==> config.mk <==
export PLATFORM = sky130hd
export DESIGN_NAME = lbc_controller
export DESIGN_NICKNAME = d
export VERILOG_FILES = /design/src/design/lbc_pkg.sv /design/src/design/lbc_controller.sv
export VERILOG_INCLUDE_DIRS = /design/src /design/src/design
export SDC_FILE = /design/constraint.sdc
export NUM_CORES = 1
export LEC_CHECK = 0
export BUFFER_PORTS_ARGS = -buffer_cell sky130_fd_sc_hd__buf_2
export CORE_UTILIZATION = 30
export CTS_CLUSTER_SIZE = 16
export DETAILED_ROUTE_END_ITERATION = 8
export GPL_TIMING_DRIVEN = 1
export HOLD_SLACK_MARGIN = 0.06
export PLACE_DENSITY = 0.56
export RECOVER_POWER = 50
export REMOVE_ABC_BUFFERS = 1
export SLEW_MARGIN = 20
export SYNTH_ARGS = -nofsm -noshare
export SYNTH_HDL_FRONTEND = slang
export SYNTH_SLANG_ARGS = --single-unit
==> constraint.sdc <==
create_clock -name clk_in -period 2.8 [get_ports clk_in]
set_input_delay 0.56 -clock clk_in [delete_from_list [all_inputs] [get_ports clk_in]]
set_output_delay 0.56 -clock clk_in [all_outputs]
set_load 0.01 [all_outputs]
==> src/design/lbc_defs.svh <==
// Timing counts and slot constants for the local-bus controller
`ifndef LBC_DEFS_SVH
`define LBC_DEFS_SVH
`define LBC_NUM_SLOTS      2
`define LBC_CLK_PERIOD_NS  4
`define LBC_GRANT_TIME_NS  400
`define LBC_GRANT_CYCLES   (`LBC_GRANT_TIME_NS / `LBC_CLK_PERIOD_NS)
`define LBC_RDYRTN_DELAY   1'h1
`endif

==> src/design/lbc_pkg.sv <==
// Types shared by the local-bus controller
package lbc_pkg;
  typedef enum logic [2:0] {
    LBC_IDLE,
    LBC_OWNED,
    LBC_CPU_CYCLE,
    LBC_WAIT_READY,
    LBC_RETURN
  } lbc_state_t;
endpackage : lbc_pkg

==> src/design/lbc_controller.sv <==
// Motherboard local-bus controller: arbitration, ready return, cache enable, strobes
// Operation
// RL1 - Owner asserts invalidation strobe on invalidation addresses
// RL2 - Granted master drives strobe throughout ownership
// RL3 - Caching master may invalidate on strobe
// RL4 - Strobe stays inactive on CPU writes
// RL5 - Low request answered by same-slot grant
// RL6 - Master keeps bus; controller may preempt
// RL7 - Separate request and grant per slot
// RL8 - Target-only devices leave request high
// RL9 - Only controller drives cache enable
// RL10 - Cache enable one clock before ready
// RL11 - Target drives ready only in claim
// RL12 - Cycle stays open until ready low
// RL13 - Ready low one clock, high, release
// RL14 - Ready changes only on clock edges
// RL15 - No ready first T2 unless fast write
// RL16 - Status high memory, low I/O
// RL17 - Status driver depends on cycle type
// RL18 - Controller returns ready-return to end cycle
// RL19 - Fast-write bit only if zero-wait capable
// RL20 - Preempted master finishes, releases, re-requests
`include "lbc_defs.svh"
module lbc_controller #(
  parameter int NUM_SLOTS   = `LBC_NUM_SLOTS,
  parameter int GRANT_LIMIT = `LBC_GRANT_CYCLES
) (
  input  wire logic                 clk_in,
  input  wire logic                 reset_in,
  input  wire logic [NUM_SLOTS-1:0] lreq_n_in,
  output logic      [NUM_SLOTS-1:0] lgnt_n_out,
  input  wire logic                 lrdy_n_in,
  output logic                      rdyrtn_n_out,
  output logic                      lken_n_out,
  output logic                      leads_n_out,
  output logic                      leads_oe_out,
  input  wire logic                 leads_n_in,
  output logic                      mio_out,
  output logic                      mio_oe_out,
  input  wire logic                 cyc_start_in,
  input  wire logic                 cyc_write_in,
  input  wire logic                 cyc_inval_in,
  input  wire logic                 cyc_cacheable_in,
  input  wire logic                 cyc_last_in,
  input  wire logic                 dma_active_in,
  input  wire logic                 dma_memr_in,
  input  wire logic                 dma_memw_in,
  input  wire logic                 fast_rdyrtn_in,
  output logic                      cyc_busy_out,
  output logic                      cyc_done_out,
  output logic                      bus_owned_out,
  output logic                      leads_seen_out
);
  //////////////////////////////////////////////////////////////////////////////
  // Pin synchronisers: three flops, change taken when stages two and three agree
  logic [NUM_SLOTS-1:0] req_s1_reg, req_s2_reg, req_s3_reg, req_reg;
  logic [2:0]           lds_sh_reg;   // Strobe sampler stages
  logic                 lds_reg;      // Filtered strobe, active high
  // Ready is a one-clock pulse launched on our own clock edges, so it is read
  // directly: a filter that needs two agreeing stages would swallow it
  wire                  rdy_now = ~lrdy_n_in;
  // Ready is seen no earlier than the first wait clock, so zero-wait writes
  // cannot be taken and the fast-write capability stays clear [RL19]
  localparam logic      HS_WRITE_OK = 1'b0;

  // Low request filtered to active-high per slot [RL7]
  always_ff @(posedge clk_in) begin
    if (reset_in) begin
      req_s1_reg <= '0;
      req_s2_reg <= '0;
      req_s3_reg <= '0;
      req_reg    <= '0;
      lds_sh_reg <= 3'h0;
      lds_reg    <= 1'b0;
    end else begin
      req_s1_reg <= ~lreq_n_in;
      req_s2_reg <= req_s1_reg;
      req_s3_reg <= req_s2_reg;
      req_reg    <= (req_s2_reg & req_s3_reg) | (req_reg & (req_s2_reg | req_s3_reg));
      lds_sh_reg <= {lds_sh_reg[1:0], ~leads_n_in};
      if (lds_sh_reg[1] == lds_sh_reg[2]) begin
        lds_reg <= lds_sh_reg[1];
      end
    end
  end

  //////////////////////////////////////////////////////////////////////////////
  // Arbitration: fixed priority, lowest slot wins
  lbc_pkg::lbc_state_t  state_reg, state_next;
  logic [NUM_SLOTS-1:0] grant_reg, grant_next;   // One-hot grant
  logic [15:0]          own_cnt_reg;             // Ownership length
  logic                 write_reg;               // Cycle is a write
  logic                 cache_reg;               // Cycle is cacheable
  logic                 last_reg;                // Last read of a line
  logic                 rtn_wait_reg;            // Ready seen, return pending

  // Lowest set request bit, used for the grant decision
  function automatic logic [NUM_SLOTS-1:0] lbc_pick(input logic [NUM_SLOTS-1:0] r);
    logic [NUM_SLOTS-1:0] p;
    p = '0;
    for (int i = NUM_SLOTS - 1; i >= 0; i--) begin
      if (r[i]) begin
        p = '0;
        p[i] = 1'b1;
      end
    end
    return p;
  endfunction : lbc_pick

  wire                 any_req   = |req_reg;
  wire [NUM_SLOTS-1:0] pick      = lbc_pick(req_reg);
  wire                 owner_req = |(grant_reg & req_reg);
  // Preempt after a long tenure when another slot waits
  wire                 preempt   = (own_cnt_reg >= 16'(GRANT_LIMIT)) &&
                                   |(req_reg & ~grant_reg);

  // Next-state decode
  always_comb begin
    state_next = state_reg;
    grant_next = grant_reg;
    case (state_reg)
      lbc_pkg::LBC_IDLE: begin
        if (any_req) begin
          grant_next = pick;                          // [RL5]
          state_next = lbc_pkg::LBC_OWNED;
        end else if (cyc_start_in) begin
          state_next = lbc_pkg::LBC_CPU_CYCLE;
        end
      end
      lbc_pkg::LBC_OWNED: begin
        // Master keeps the bus until it drops its request, or is preempted [RL6]
        // A removed grant relies on the master finishing and re-requesting [RL20]
        if (!owner_req || preempt) begin
          grant_next = '0;
          state_next = lbc_pkg::LBC_IDLE;
        end
      end
      lbc_pkg::LBC_CPU_CYCLE: begin
        state_next = lbc_pkg::LBC_WAIT_READY;
      end
      lbc_pkg::LBC_WAIT_READY: begin
        // Not-ready bus: the cycle stays open until ready arrives [RL12]
        // Fast mode returns on ready itself, slow mode on the remembered ready
        if ((rdy_now && fast_rdyrtn_in) || rtn_wait_reg) begin
          state_next = lbc_pkg::LBC_RETURN;
        end
      end
      lbc_pkg::LBC_RETURN: begin
        state_next = lbc_pkg::LBC_IDLE;
      end
      default: begin
        state_next = lbc_pkg::LBC_IDLE;
        grant_next = '0;
      end
    endcase
  end

  // State, grant and cycle attributes
  always_ff @(posedge clk_in) begin
    if (reset_in) begin
      state_reg    <= lbc_pkg::LBC_IDLE;
      grant_reg    <= '0;
      own_cnt_reg  <= 16'h0000;
      write_reg    <= 1'b0;
      cache_reg    <= 1'b0;
      last_reg     <= 1'b0;
      rtn_wait_reg <= 1'b0;
    end else begin
      state_reg    <= state_next;
      grant_reg    <= grant_next;
      own_cnt_reg  <= (state_reg == lbc_pkg::LBC_OWNED && own_cnt_reg != 16'hFFFF) ?
                      own_cnt_reg + 16'h0001 : 16'h0000;
      // Slow mode returns two clocks after ready, one clock later than fast mode [RL18]
      rtn_wait_reg <= (state_reg == lbc_pkg::LBC_WAIT_READY) && rdy_now && !rtn_wait_reg;
      if (state_reg == lbc_pkg::LBC_IDLE && cyc_start_in && !any_req) begin
        write_reg <= cyc_write_in;
        cache_reg <= cyc_cacheable_in && !cyc_write_in;
        last_reg  <= cyc_last_in;
      end
    end
  end

  //////////////////////////////////////////////////////////////////////////////
  // Output registers
  logic rdyrtn_reg, lken_reg, leads_reg, mio_reg, mio_oe_reg, leads_seen_reg;
  wire  in_cpu    = (state_reg == lbc_pkg::LBC_CPU_CYCLE) ||
                    (state_reg == lbc_pkg::LBC_WAIT_READY);
  wire  owned     = (state_reg == lbc_pkg::LBC_OWNED);
  // Invalidation strobe only when controller owns and not on CPU writes [RL1] [RL4]
  wire  start_take = (state_reg == lbc_pkg::LBC_IDLE) && cyc_start_in && !any_req;
  // Write blocks the strobe from the edge it is taken, not one clock late [RL4]
  wire  cpu_write = (in_cpu && write_reg) || (start_take && cyc_write_in);
  wire  leads_nxt = cyc_inval_in && !owned && !cpu_write && !dma_active_in;

  // Outputs and pin drive
  always_ff @(posedge clk_in) begin
    if (reset_in) begin
      rdyrtn_reg     <= 1'b0;
      lken_reg       <= 1'b0;
      leads_reg      <= 1'b0;
      mio_reg        <= 1'b1;
      mio_oe_reg     <= 1'b0;
      leads_seen_reg <= 1'b0;
    end else begin
      rdyrtn_reg     <= (state_next == lbc_pkg::LBC_RETURN);    // [RL18]
      // Cacheable last read of a line: held from before ready until the return [RL9] [RL10]
      lken_reg       <= cache_reg && last_reg && (state_next == lbc_pkg::LBC_WAIT_READY ||
                        state_next == lbc_pkg::LBC_RETURN);
      leads_reg      <= leads_nxt;
      // DMA cycles: status from memory strobes, high memory, low I/O [RL16] [RL17]
      mio_reg        <= dma_memr_in || dma_memw_in;
      // Dropped on the edge a grant or CPU cycle begins: no overlap with a master
      mio_oe_reg     <= dma_active_in && (state_next == lbc_pkg::LBC_IDLE);
      // Strobe seen while a master owns the bus [RL2]
      leads_seen_reg <= owned && lds_reg;
    end
  end

  // Pins; the master drives strobe and status when owned, so ours are released
  assign lgnt_n_out     = ~grant_reg;
  assign rdyrtn_n_out   = ~rdyrtn_reg;
  assign lken_n_out     = ~lken_reg;
  assign leads_n_out    = ~leads_reg;
  assign leads_oe_out   = !owned;
  assign mio_out        = mio_reg;
  assign mio_oe_out     = mio_oe_reg;
  assign cyc_busy_out   = in_cpu || (state_reg == lbc_pkg::LBC_RETURN);
  assign cyc_done_out   = rdyrtn_reg;
  assign bus_owned_out  = owned;
  assign leads_seen_out = leads_seen_reg;

  //////////////////////////////////////////////////////////////////////////////
  // Checks
  a_grant_onehot: assert property (@(posedge clk_in) disable iff (reset_in) // [RL7]
    $onehot0(grant_reg)) else $error("two grants at once");
  a_grant_needs_req: assert property (@(posedge clk_in) disable iff (reset_in) // [RL5]
    $rose(|grant_reg) |-> |(grant_reg & req_reg)) else $error("grant without request");
  a_rtn_after_rdy: assert property (@(posedge clk_in) disable iff (reset_in) // [RL12]
    rdyrtn_reg |-> $past(rdy_now) || $past(rtn_wait_reg)) else $error("return without ready");
  a_rtn_one_cycle: assert property (@(posedge clk_in) disable iff (reset_in) // [RL18]
    rdyrtn_reg |=> !rdyrtn_reg) else $error("return longer than one");
  a_leads_no_write: assert property (@(posedge clk_in) disable iff (reset_in) // [RL4]
    (cyc_busy_out && write_reg) |-> !leads_reg) else $error("strobe on write");
  a_lken_ends_rtn: assert property (@(posedge clk_in) disable iff (reset_in) // [RL10]
    (lken_reg && rdyrtn_reg) |=> !lken_reg) else $error("cache enable past return");
  a_lken_read_only: assert property (@(posedge clk_in) disable iff (reset_in) // [RL9]
    lken_reg |-> !write_reg) else $error("cache enable on write");
  a_mio_dma_only: assert property (@(posedge clk_in) disable iff (reset_in) // [RL17]
    mio_oe_reg |-> !owned) else $error("status driven against master");
  a_write_not_zws: assert property (@(posedge clk_in) disable iff (reset_in) // [RL19]
    (state_reg == lbc_pkg::LBC_CPU_CYCLE) |=> !rdyrtn_reg || HS_WRITE_OK)
    else $error("zero-wait return");
endmodule : lbc_controller

==> Word level (Yosys, flattened, before mapping) <==
Cells that the tools add are included.
{ "totals": {"ff_bits": 43, "latch_bits": 0, "mem_bits_rw": 0, "romBits": 0, "input_bits": 15, "n_memories": 0} }
{ "classes": {"n_addsub": 1, "multipliers": 0, "div": 0, "order_cmp": 1, "n_eq_ne": 10, "shift": 0, "muxes": 10, "bitwise": 15, "n_reduce_logical": 39} }
{ "ops": {"columns": ["op", "count"], "rows": [
  ["$logic_and 1x1->1", 17],
  ["$add 16x1->16 const B", 1],
  ["$ge 16x7->1 const B", 1],
  ["$ne 16x16->1 const B", 1],
  ["$mux 3", 4],
  ["$pmux 3 s4", 1],
  ["$eq 3x2->1 const B", 3],
  ["$and 2x2->2", 4],
  ["$mux 2", 4],
  ["$reduce_or 2->1", 4],
  ["$logic_not 1->1", 7],
  ["$logic_or 1x1->1", 7],
  ["$not 1->1", 7],
  ["$eq 3x3->1 const B", 2],
  ["$logic_not 3->1", 2],
  ["$pmux 2 s3", 1],
  ["$not 2->2", 2],
  ["$or 2x2->2", 2],
  ["$eq 3x1->1 const B", 1],
  ["$reduce_and 3->1", 1],
  ["$reduce_or 3->1", 1],
  ["$ne 2x1->1 const B", 1],
  ["$ne 2x2->1 const B", 1],
  ["$eq 1x1->1", 1]
]} }

==> Logic depth before layout (Yosys ltp) <==
Gate-level depths: netlist (run 1).
{ "depth": {"word_depth": 10, "ltp_mapped": 6} }

==> Worst setup path after synthesis (run 1) <==
No wires, ideal clock.
{ "synth_timing": {"path_type": "input to register", "start": "input port reset_in", "end": "register own_cnt_reg[8]", "setup_time_ns": 0.064, "t_arrival_ns": 1.428, "t_required_ns": 2.736, "slack_ns": 1.308, "path_stages": 5, "path_cell_list": "clkbuf_1 -> or2_1 -> a31o_4 -> buf_6 -> nor2_1"} }
{ "synth_via": {"elab_chain_cells": 1} }
{ "synth_lines": {"columns": ["element", "line_no", "text"], "rows": [
  ["from (decl)", "lbc_controller.sv:29", "input wire logic reset_in,"],
  ["$reduce_or 2->1 (no source line)", null, null],
  ["to (signal assigned)", "lbc_controller.sv:171", "own_cnt_reg <= (state_reg == lbc_pkg::LBC_OWNED && own_cnt_reg != 16'hFFFF) ?"],
  ["to (decl)", "lbc_controller.sv:91", "logic [15:0] own_cnt_reg;"]
]} }
No other way between the ends.
A chain may end at the register's enable or synchronous reset.

==> Final worst setup path (run 1) <==
{ "layout_timing": {"start": "register state_reg[1]", "end": "output port cyc_busy_out"} }
{ "layout_via": {"elab_chain_cells": 3, "word_cells_on_any_way": 5, "cone_classes": "3 x eq/ne; 2 x reduce/logical"} }
{ "layout_lines": {"columns": ["element", "line_no", "text"], "rows": [
  ["from (decl)", "lbc_controller.sv:89", "lbc_pkg::lbc_state_t state_reg, state_next;"],
  ["from (signal assigned)", "lbc_controller.sv:161", "state_reg <= lbc_pkg::LBC_IDLE;"],
  ["from (signal assigned)", "lbc_controller.sv:169", "state_reg <= state_next;"],
  ["$eq 3x2->1 (on tied branches)", "lbc_controller.sv:186, lbc_controller.sv:187", null],
  ["$logic_or 1x1->1", "lbc_controller.sv:186", "wire in_cpu = (state_reg == lbc_pkg::LBC_CPU_CYCLE) ||"],
  ["$logic_or 1x1->1 *", "lbc_controller.sv:227", "assign cyc_busy_out = in_cpu || (state_reg == lbc_pkg::LBC_RETURN);"],
  ["to (decl)", "lbc_controller.sv:49", "output logic cyc_busy_out,"]
]} }
Every way passes the cells marked *; elsewhere a longest branch is shown, timed or not.

==> results of run 1 <==
stage by stage:
step           hold WS [ns]  util, %  setup slack, ns
2_1_floorplan         0.414        -             1.38
3_3_place_gp          0.419     35.5             1.19
3_5_place_dp          0.428     35.5             1.16
4_1_cts               0.405     37.7            0.971
5_1_grt               0.411     37.5            0.776
6_report              0.418     37.5            0.986
cell usage after synthesis, types with 2 or more instances:
cell | n | area, um^2
sky130_fd_sc_hd__nand4_1 | 5 | 31.3
sky130_fd_sc_hd__inv_1 | 13 | 48.8
sky130_fd_sc_hd__nand2_1 | 13 | 48.8
sky130_fd_sc_hd__nand3_1 | 7 | 35.0
sky130_fd_sc_hd__a21oi_1 | 9 | 45.0
sky130_fd_sc_hd__and4_1 | 2 | 17.5
sky130_fd_sc_hd__xor2_1 | 9 | 78.8
sky130_fd_sc_hd__and3_1 | 2 | 12.5
sky130_fd_sc_hd__nor3_1 | 7 | 35.0
sky130_fd_sc_hd__nor2b_1 | 8 | 50.1
sky130_fd_sc_hd__ha_1 | 2 | 25.0
sky130_fd_sc_hd__mux2i_1 | 2 | 20.0
sky130_fd_sc_hd__o21ai_0 | 6 | 30.0
sky130_fd_sc_hd__xnor2_1 | 5 | 43.8
sky130_fd_sc_hd__nor2_1 | 32 | 120
sky130_fd_sc_hd__dfxtp_1 | 43 | 861
sky130_fd_sc_hd__clkbuf_1 | 3 | 11.3
cell type report:
cell class / count / share of cell area, %
sequential: 43 / 44.1
multi-input combinational: 124 / 36.9
timing repair buffer: 26 / 6.03
tap: 70 / 4.49
clock buffer: 6 / 4.23
inverter: 13 / 2.50
clock inverter: 2 / 1.79
cells by family after synthesis:
group                      after synthesis
and+or+nand+nor                         83
DFF                                     43
AOI/OAI and AO/OA                       23
buffers and inverters                   17
xor gates and xnor gates                14
muxes                                    2
adders and majority gates                2
power by group through the flow:
stage	registers, mW	logic, mW	clock network [mW]
floorplan	0.646	0.0386	0
global placement	0.646	0.0672	0
detailed placement	0.647	0.0673	0
CTS	0.632	0.0674	0.508
global route	0.634	0.0749	0.534
finish	0.632	0.0655	0.492
placed cells by master (no fill, tap or decap), types with 2 or more instances in the layout:
master,Yosys,routed
sky130_fd_sc_hd__xor2_1,9,9
sky130_fd_sc_hd__xnor2_1,5,5
sky130_fd_sc_hd__clkbuf_8,0,6
sky130_fd_sc_hd__a21oi_1,9,9
sky130_fd_sc_hd__buf_2,0,16
sky130_fd_sc_hd__and4_1,2,2
sky130_fd_sc_hd__inv_1,13,13
sky130_fd_sc_hd__nor2b_1,8,8
sky130_fd_sc_hd__nand2_1,13,13
sky130_fd_sc_hd__o21ai_0,6,6
sky130_fd_sc_hd__clkbuf_1,3,10
sky130_fd_sc_hd__dfxtp_1,43,43
sky130_fd_sc_hd__ha_1,2,2
sky130_fd_sc_hd__nor3_1,7,7
sky130_fd_sc_hd__nand4_1,5,5
sky130_fd_sc_hd__mux2i_1,2,2
sky130_fd_sc_hd__nor2_1,32,32
sky130_fd_sc_hd__and3_1,2,2
sky130_fd_sc_hd__nand3_1,7,7
final timing paths:
kind	startpoint	endpoint	slack (ns)	cells after the start
max	state_reg[1]	cyc_busy_out	0.99	3
min	lreq_n_in[0]	req_s1_reg[0]	0.42	2
max reg2reg	own_cnt_reg[0]	own_cnt_reg[10]	1.17	6
min reg2reg	req_s1_reg[0]	req_s2_reg[0]	0.44	1
layer usage:
layer	wire, um	part of all wire (%)	vias up	track usage (%)
met5	0	0	-	0
met4	36	1.2	0	4.62
met3	135	4.7	4	3.71
met2	1150	40	27	15.3
met1	1570	54	561	15.1
li1	-	-	670	-
==> reports/qor.yml, run 1 <==
count_of_input_and_output_buffers: 26
worst_skew_pair.late_latency_ns: 0.29
ir_drop_mv: 0.320
cts_max_level: 2
grt_pass1_wl_um: 5090
crit_required_ns: 2.24
cap_viol_max_count: 0
core_area_um2: 5200
drive_above_1_share_pct: 12.6
final.setup.tns_ns: 0
seqCellArea_um2: 861
p_sw_mw: 0.248
antennaDiodeCount: 0
synth_xor_area_share_pct: 7.42
slowest_delay_ns: 0.39
route.antenna.remaining_nets: 0
outcome: "complete, no violations"
synth_cell_type_count: 33
power.density_cell_area_nw_per_um2: 610
cts_num_sinks: 43
dpl_cell_area_um2: 1850
power.static_leakage_nw: 0.718
synth_compound_gate_area_share_pct: 9.17
crit_fanout: 5
clock-skew-final_ns: 0.00872
asyncSetResetFlopFracSynth_pct: 0
tritoncts: "built"
muxShareOfSynthArea_pct: 1.21
routed_wire_length_per_instance_um: 10.2
min-delay-path-class: "input port to register"
path_class: "register to output port"
combinational_family_with_the_most_area_after_synthesis: "simple AND/OR/NAND/NOR gates"
sequentialPowerShare_pct: 53.1
clkPwrFrac_pct: 41.4
final_cells: 284
drt-pass1-iter-count: 6
synth_warnings: 0
syn-mean-instance-area_um2: 8.98
initial_utilization_pct: 31.7
largest_register_ffs: 16
cts.hold.buffers_added: 0
clk_transition_reported_paths_ns: 0.08
fp.dieArea_um2: 5810
yosys.area_share.simple_pct: 24.2
yosysSeqAreaShare_pct: 52.1
crit_arrival_ns: 1.25
floorplan.die.width_um: 76.2
final-max-slew-violation-count: 0
crit_slowest_cell: "sky130_fd_sc_hd__dfxtp_1"
antenna_found_initial: 0
post-layout-total-power_mw: 1.19
grt_setup_unrepaired: "no"
num-nets-final: 230
largest_net_degree_at_the_start_of_global_routing: 28
final-hold-violation-count: 0
cts-root-buf: "sky130_fd_sc_hd__clkbuf_8"
cts_setup_buffers: 0
multi_input_comb_area_um2: 719
area_growth_pct: 18.2
tightestPinTransition_ns: 1.09
post_dp_hpwl_um: 2020
gr_usage_total_pct: 10.9
setup-violations-final: 0
path_cells: "nor2b_1 > a21o_1 > buf_2"
critPathCaptureType: "output port"
final_instance_area_um2: 1950
floorplan.die.height_um: 76.2
synth.ff_latch_count: 43
bufs_and_invs_on_worst_path: 1
globalplace.congestion: 0.738
num_vias: 1262
numCtsBuffers: 5
grt.overflow.total: 0
finalCriticalPeriod_ns: 1.81
first_global_vias: 1139
p_int_mw: 0.942
netlist_area_um2: 1650
power.switching_fraction_pct: 20.8
drtIter0Drc: 80
ctsLongestPathBuffers: 2
cp_top_family: "flip-flops"
post_synthesis_instance_total: 184
fin_crit_sh_pct: 64.8
fillerInstances: 548
number_of_vias_per_cell_after_detailed_routing: 4.44
combinationalPowerShare_pct: 5.5
setup.worst_path.start_class: "register"
synth-edff-count: 0
clock.fmax_mhz: 551
post_route_wl_um: 2890
post_cts_resize_count: 0
timing.slew.headroom_pct: 27.0
pin_count: 27
synth_top_flop_cell: "sky130_fd_sc_hd__dfxtp_1"
synth_adder_area_share_pct: 1.52
row_count: 26
detail_route.drc_violations: 0
dp_cells: 276
Power figures use the tool's default switching activity.
==> run 2, diff against run 1 <==
Settings changed: PLACE_DENSITY 0.56 to 0.57.
Clock period 2.8 ns to 1.5 ns, I/O delays scaled along.
==> run 2 against run 1 <==
  * Register-to-register slack worse by 1.1 ns
  * Final cell count grew 5.3%
  * Worst hold slack worse by 0.27 ns
  * Power is 72% higher
  * Wire length increased by 14%
  * Critical path depth rose by 2
==> reports/qor.yml, run 2 (synthesis gave the netlist of run 1 again) <==
crit_arrival_ns: 1.62  # +0.37 ns
top_signal_layer_used: "met4"
drtIter0Drc: 94  # +18%
routed_wire_length_per_instance_um: 11.0  # +7.9%
ctsLongestPathBuffers: 2  # unchanged
cts_num_sinks: 43  # unchanged
antennaDiodeCount: 0  # unchanged
drive_above_1_share_pct: 23.6  # +11 points
pin_count: 27  # unchanged
number_of_vias_per_cell_after_detailed_routing: 4.49  # +1.2%
cts_max_level: 2  # unchanged
finalCriticalPeriod_ns: 1.43
largest_net_degree_at_the_start_of_global_routing: 15  # -46%
clk_transition_reported_paths_ns: 0.09  # about the same
initial_utilization_pct: 31.7  # unchanged
tritoncts: "built"
row_count: 26  # unchanged
largest_register_ffs: 16  # unchanged
post_dp_hpwl_um: 2290  # +14%
drt-pass1-iter-count: 4  # -2
worst_skew_pair.late_latency_ns: 0.30  # about the same
crit_fanout: 7  # +2
power.density_cell_area_nw_per_um2: 977  # +60%
layout.cells.most_common: "sky130_fd_sc_hd__dfxtp_1"
crit_required_ns: 1.69  # -0.55 ns
timing.slew.headroom_pct: 67.5  # +40 points
num_vias: 1344  # +6.5%
floorplan.die.width_um: 76.2  # unchanged
fin_util_pct: 40.2  # +2.7 points
first_global_vias: 1259  # +11%
dp_cells: 290  # +5.1%
area_growth_pct: 26.7
gr_usage_total_pct: 11.8  # +0.90 points
final-max-slew-violation-count: 0  # unchanged
clock-skew-final_ns: 0.00755  # -0.00117 ns
post_route_wl_um: 3280  # +14%
path_class: "register to register"
commonest_cells_after_routing_fill_and_taps_aside: "39 x sky130_fd_sc_hd__dfxtp_1, 32 x sky130_fd_sc_hd__nor2_1, 19 x sky130_fd_sc_hd__buf_2, 13 x sky130_fd_sc_hd__inv_1, 13 x sky130_fd_sc_hd__buf_4"
setup-violations-final: 0  # unchanged
final-hold-violation-count: 0  # unchanged
cts_setup_buffers: 0  # unchanged
min-delay-path-class: "input port to register"
ir_drop_mv: 0.663  # +110%
detail_route.drc_violations: 0  # unchanged
grt_pass1_wl_um: 5470  # +7.6%
fin_crit_sh_pct: 95.4
cts-root-buf: "sky130_fd_sc_hd__clkbuf_8"
setup.worst_path.start_class: "register"
grt.overflow.total: 0  # unchanged
count_of_input_and_output_buffers: 26  # unchanged
globalplace.congestion: 0.749  # +1.4%
cap_viol_max_count: 0  # unchanged
fp.dieArea_um2: 5810  # unchanged
final_cells: 299  # +5.3%
floorplan.die.height_um: 76.2  # unchanged
outcome: "complete, no violations"
antenna_found_initial: 0  # unchanged
route.antenna.remaining_nets: 0  # unchanged
tightestPinTransition_ns: 0.488  # -0.607 ns
clock.fmax_mhz: 699
num-nets-final: 245  # +6.5%
final.setup.tns_ns: 0  # unchanged
core_area_um2: 5200  # unchanged
routed_length_on_met3_um: 185  # +37%
power.static_leakage_nw: 0.782  # +9.0%
met1Wirelength_um: 1650  # +5.0%
routed-wl-met2_um: 1390  # +21%
numCtsBuffers: 5  # unchanged
critPathCaptureType: "register"
==> run 2: worst max-delay path, cell delays in order, from the launching register on <==
cell and delay (ns):
sky130_fd_sc_hd__dfxtp_1 0.38, sky130_fd_sc_hd__buf_4 0.16, sky130_fd_sc_hd__and4_1 0.21, sky130_fd_sc_hd__and4_2 0.29, sky130_fd_sc_hd__a31o_4 0.23, sky130_fd_sc_hd__nor2_1 0.06
==> run 2: power breakdown <==
part / internal [mW] / switching (mW) / leakage (nW)
combinational: 0.0691 / 0.0760 / 0.390
clock: 0.326 / 0.393 / 0.0412
sequential: 1.17 / 0.0153 / 0.351
==> run 2: metal layers <==
metal	GRT usage [%]	up-vias
met1	15.0	600
li1	-	701
met5	0	-
met2	18.3	35
met4	5.58	0
met3	3.71	8
==> run 2: per-stage QoR <==
stage               setup WS, ns  cell area, um^2  power [mW]  hold WS [ns]
finish                    0.0694             2090        2.04         0.153
global placement          0.0642             1950        1.35         0.417
floorplan                 0.0777             1630        1.28         0.367
CTS                     -0.00642             2040        2.06         0.143
global route            -0.00343             2090        2.15         0.136
detailed placement        0.0391             1950        1.35         0.423
==> run 2: cell type report <==
cell class	count	area, um^2
fill	562	3110
clock inverter	2	12.5
inverter	13	48.8
tap	70	87.6
timing repair buffer	40	223
sequential	43	868
clock buffer	6	72.6
multi-input combinational	125	781
==> run 2: worst paths after layout <==
check                       from        endpoint  slack, ns  cells past startpoint
setup / recovery  own_cnt_reg[8]  own_cnt_reg[2]       0.07                      5
hold / removal      lreq_n_in[1]   req_s1_reg[1]       0.15                      2
setup reg to reg  own_cnt_reg[8]  own_cnt_reg[2]       0.07                      5
hold reg to reg         last_reg        lken_reg       0.43                      2
==> run 2: repair_timing <==
item | CTS | global route
gates cloned | 0 | 1
hold buffers | 0 | 0
pin swaps | 0 | 4
setup endpoints to repair | 1 | 21
gates resized for setup | 1 | 15
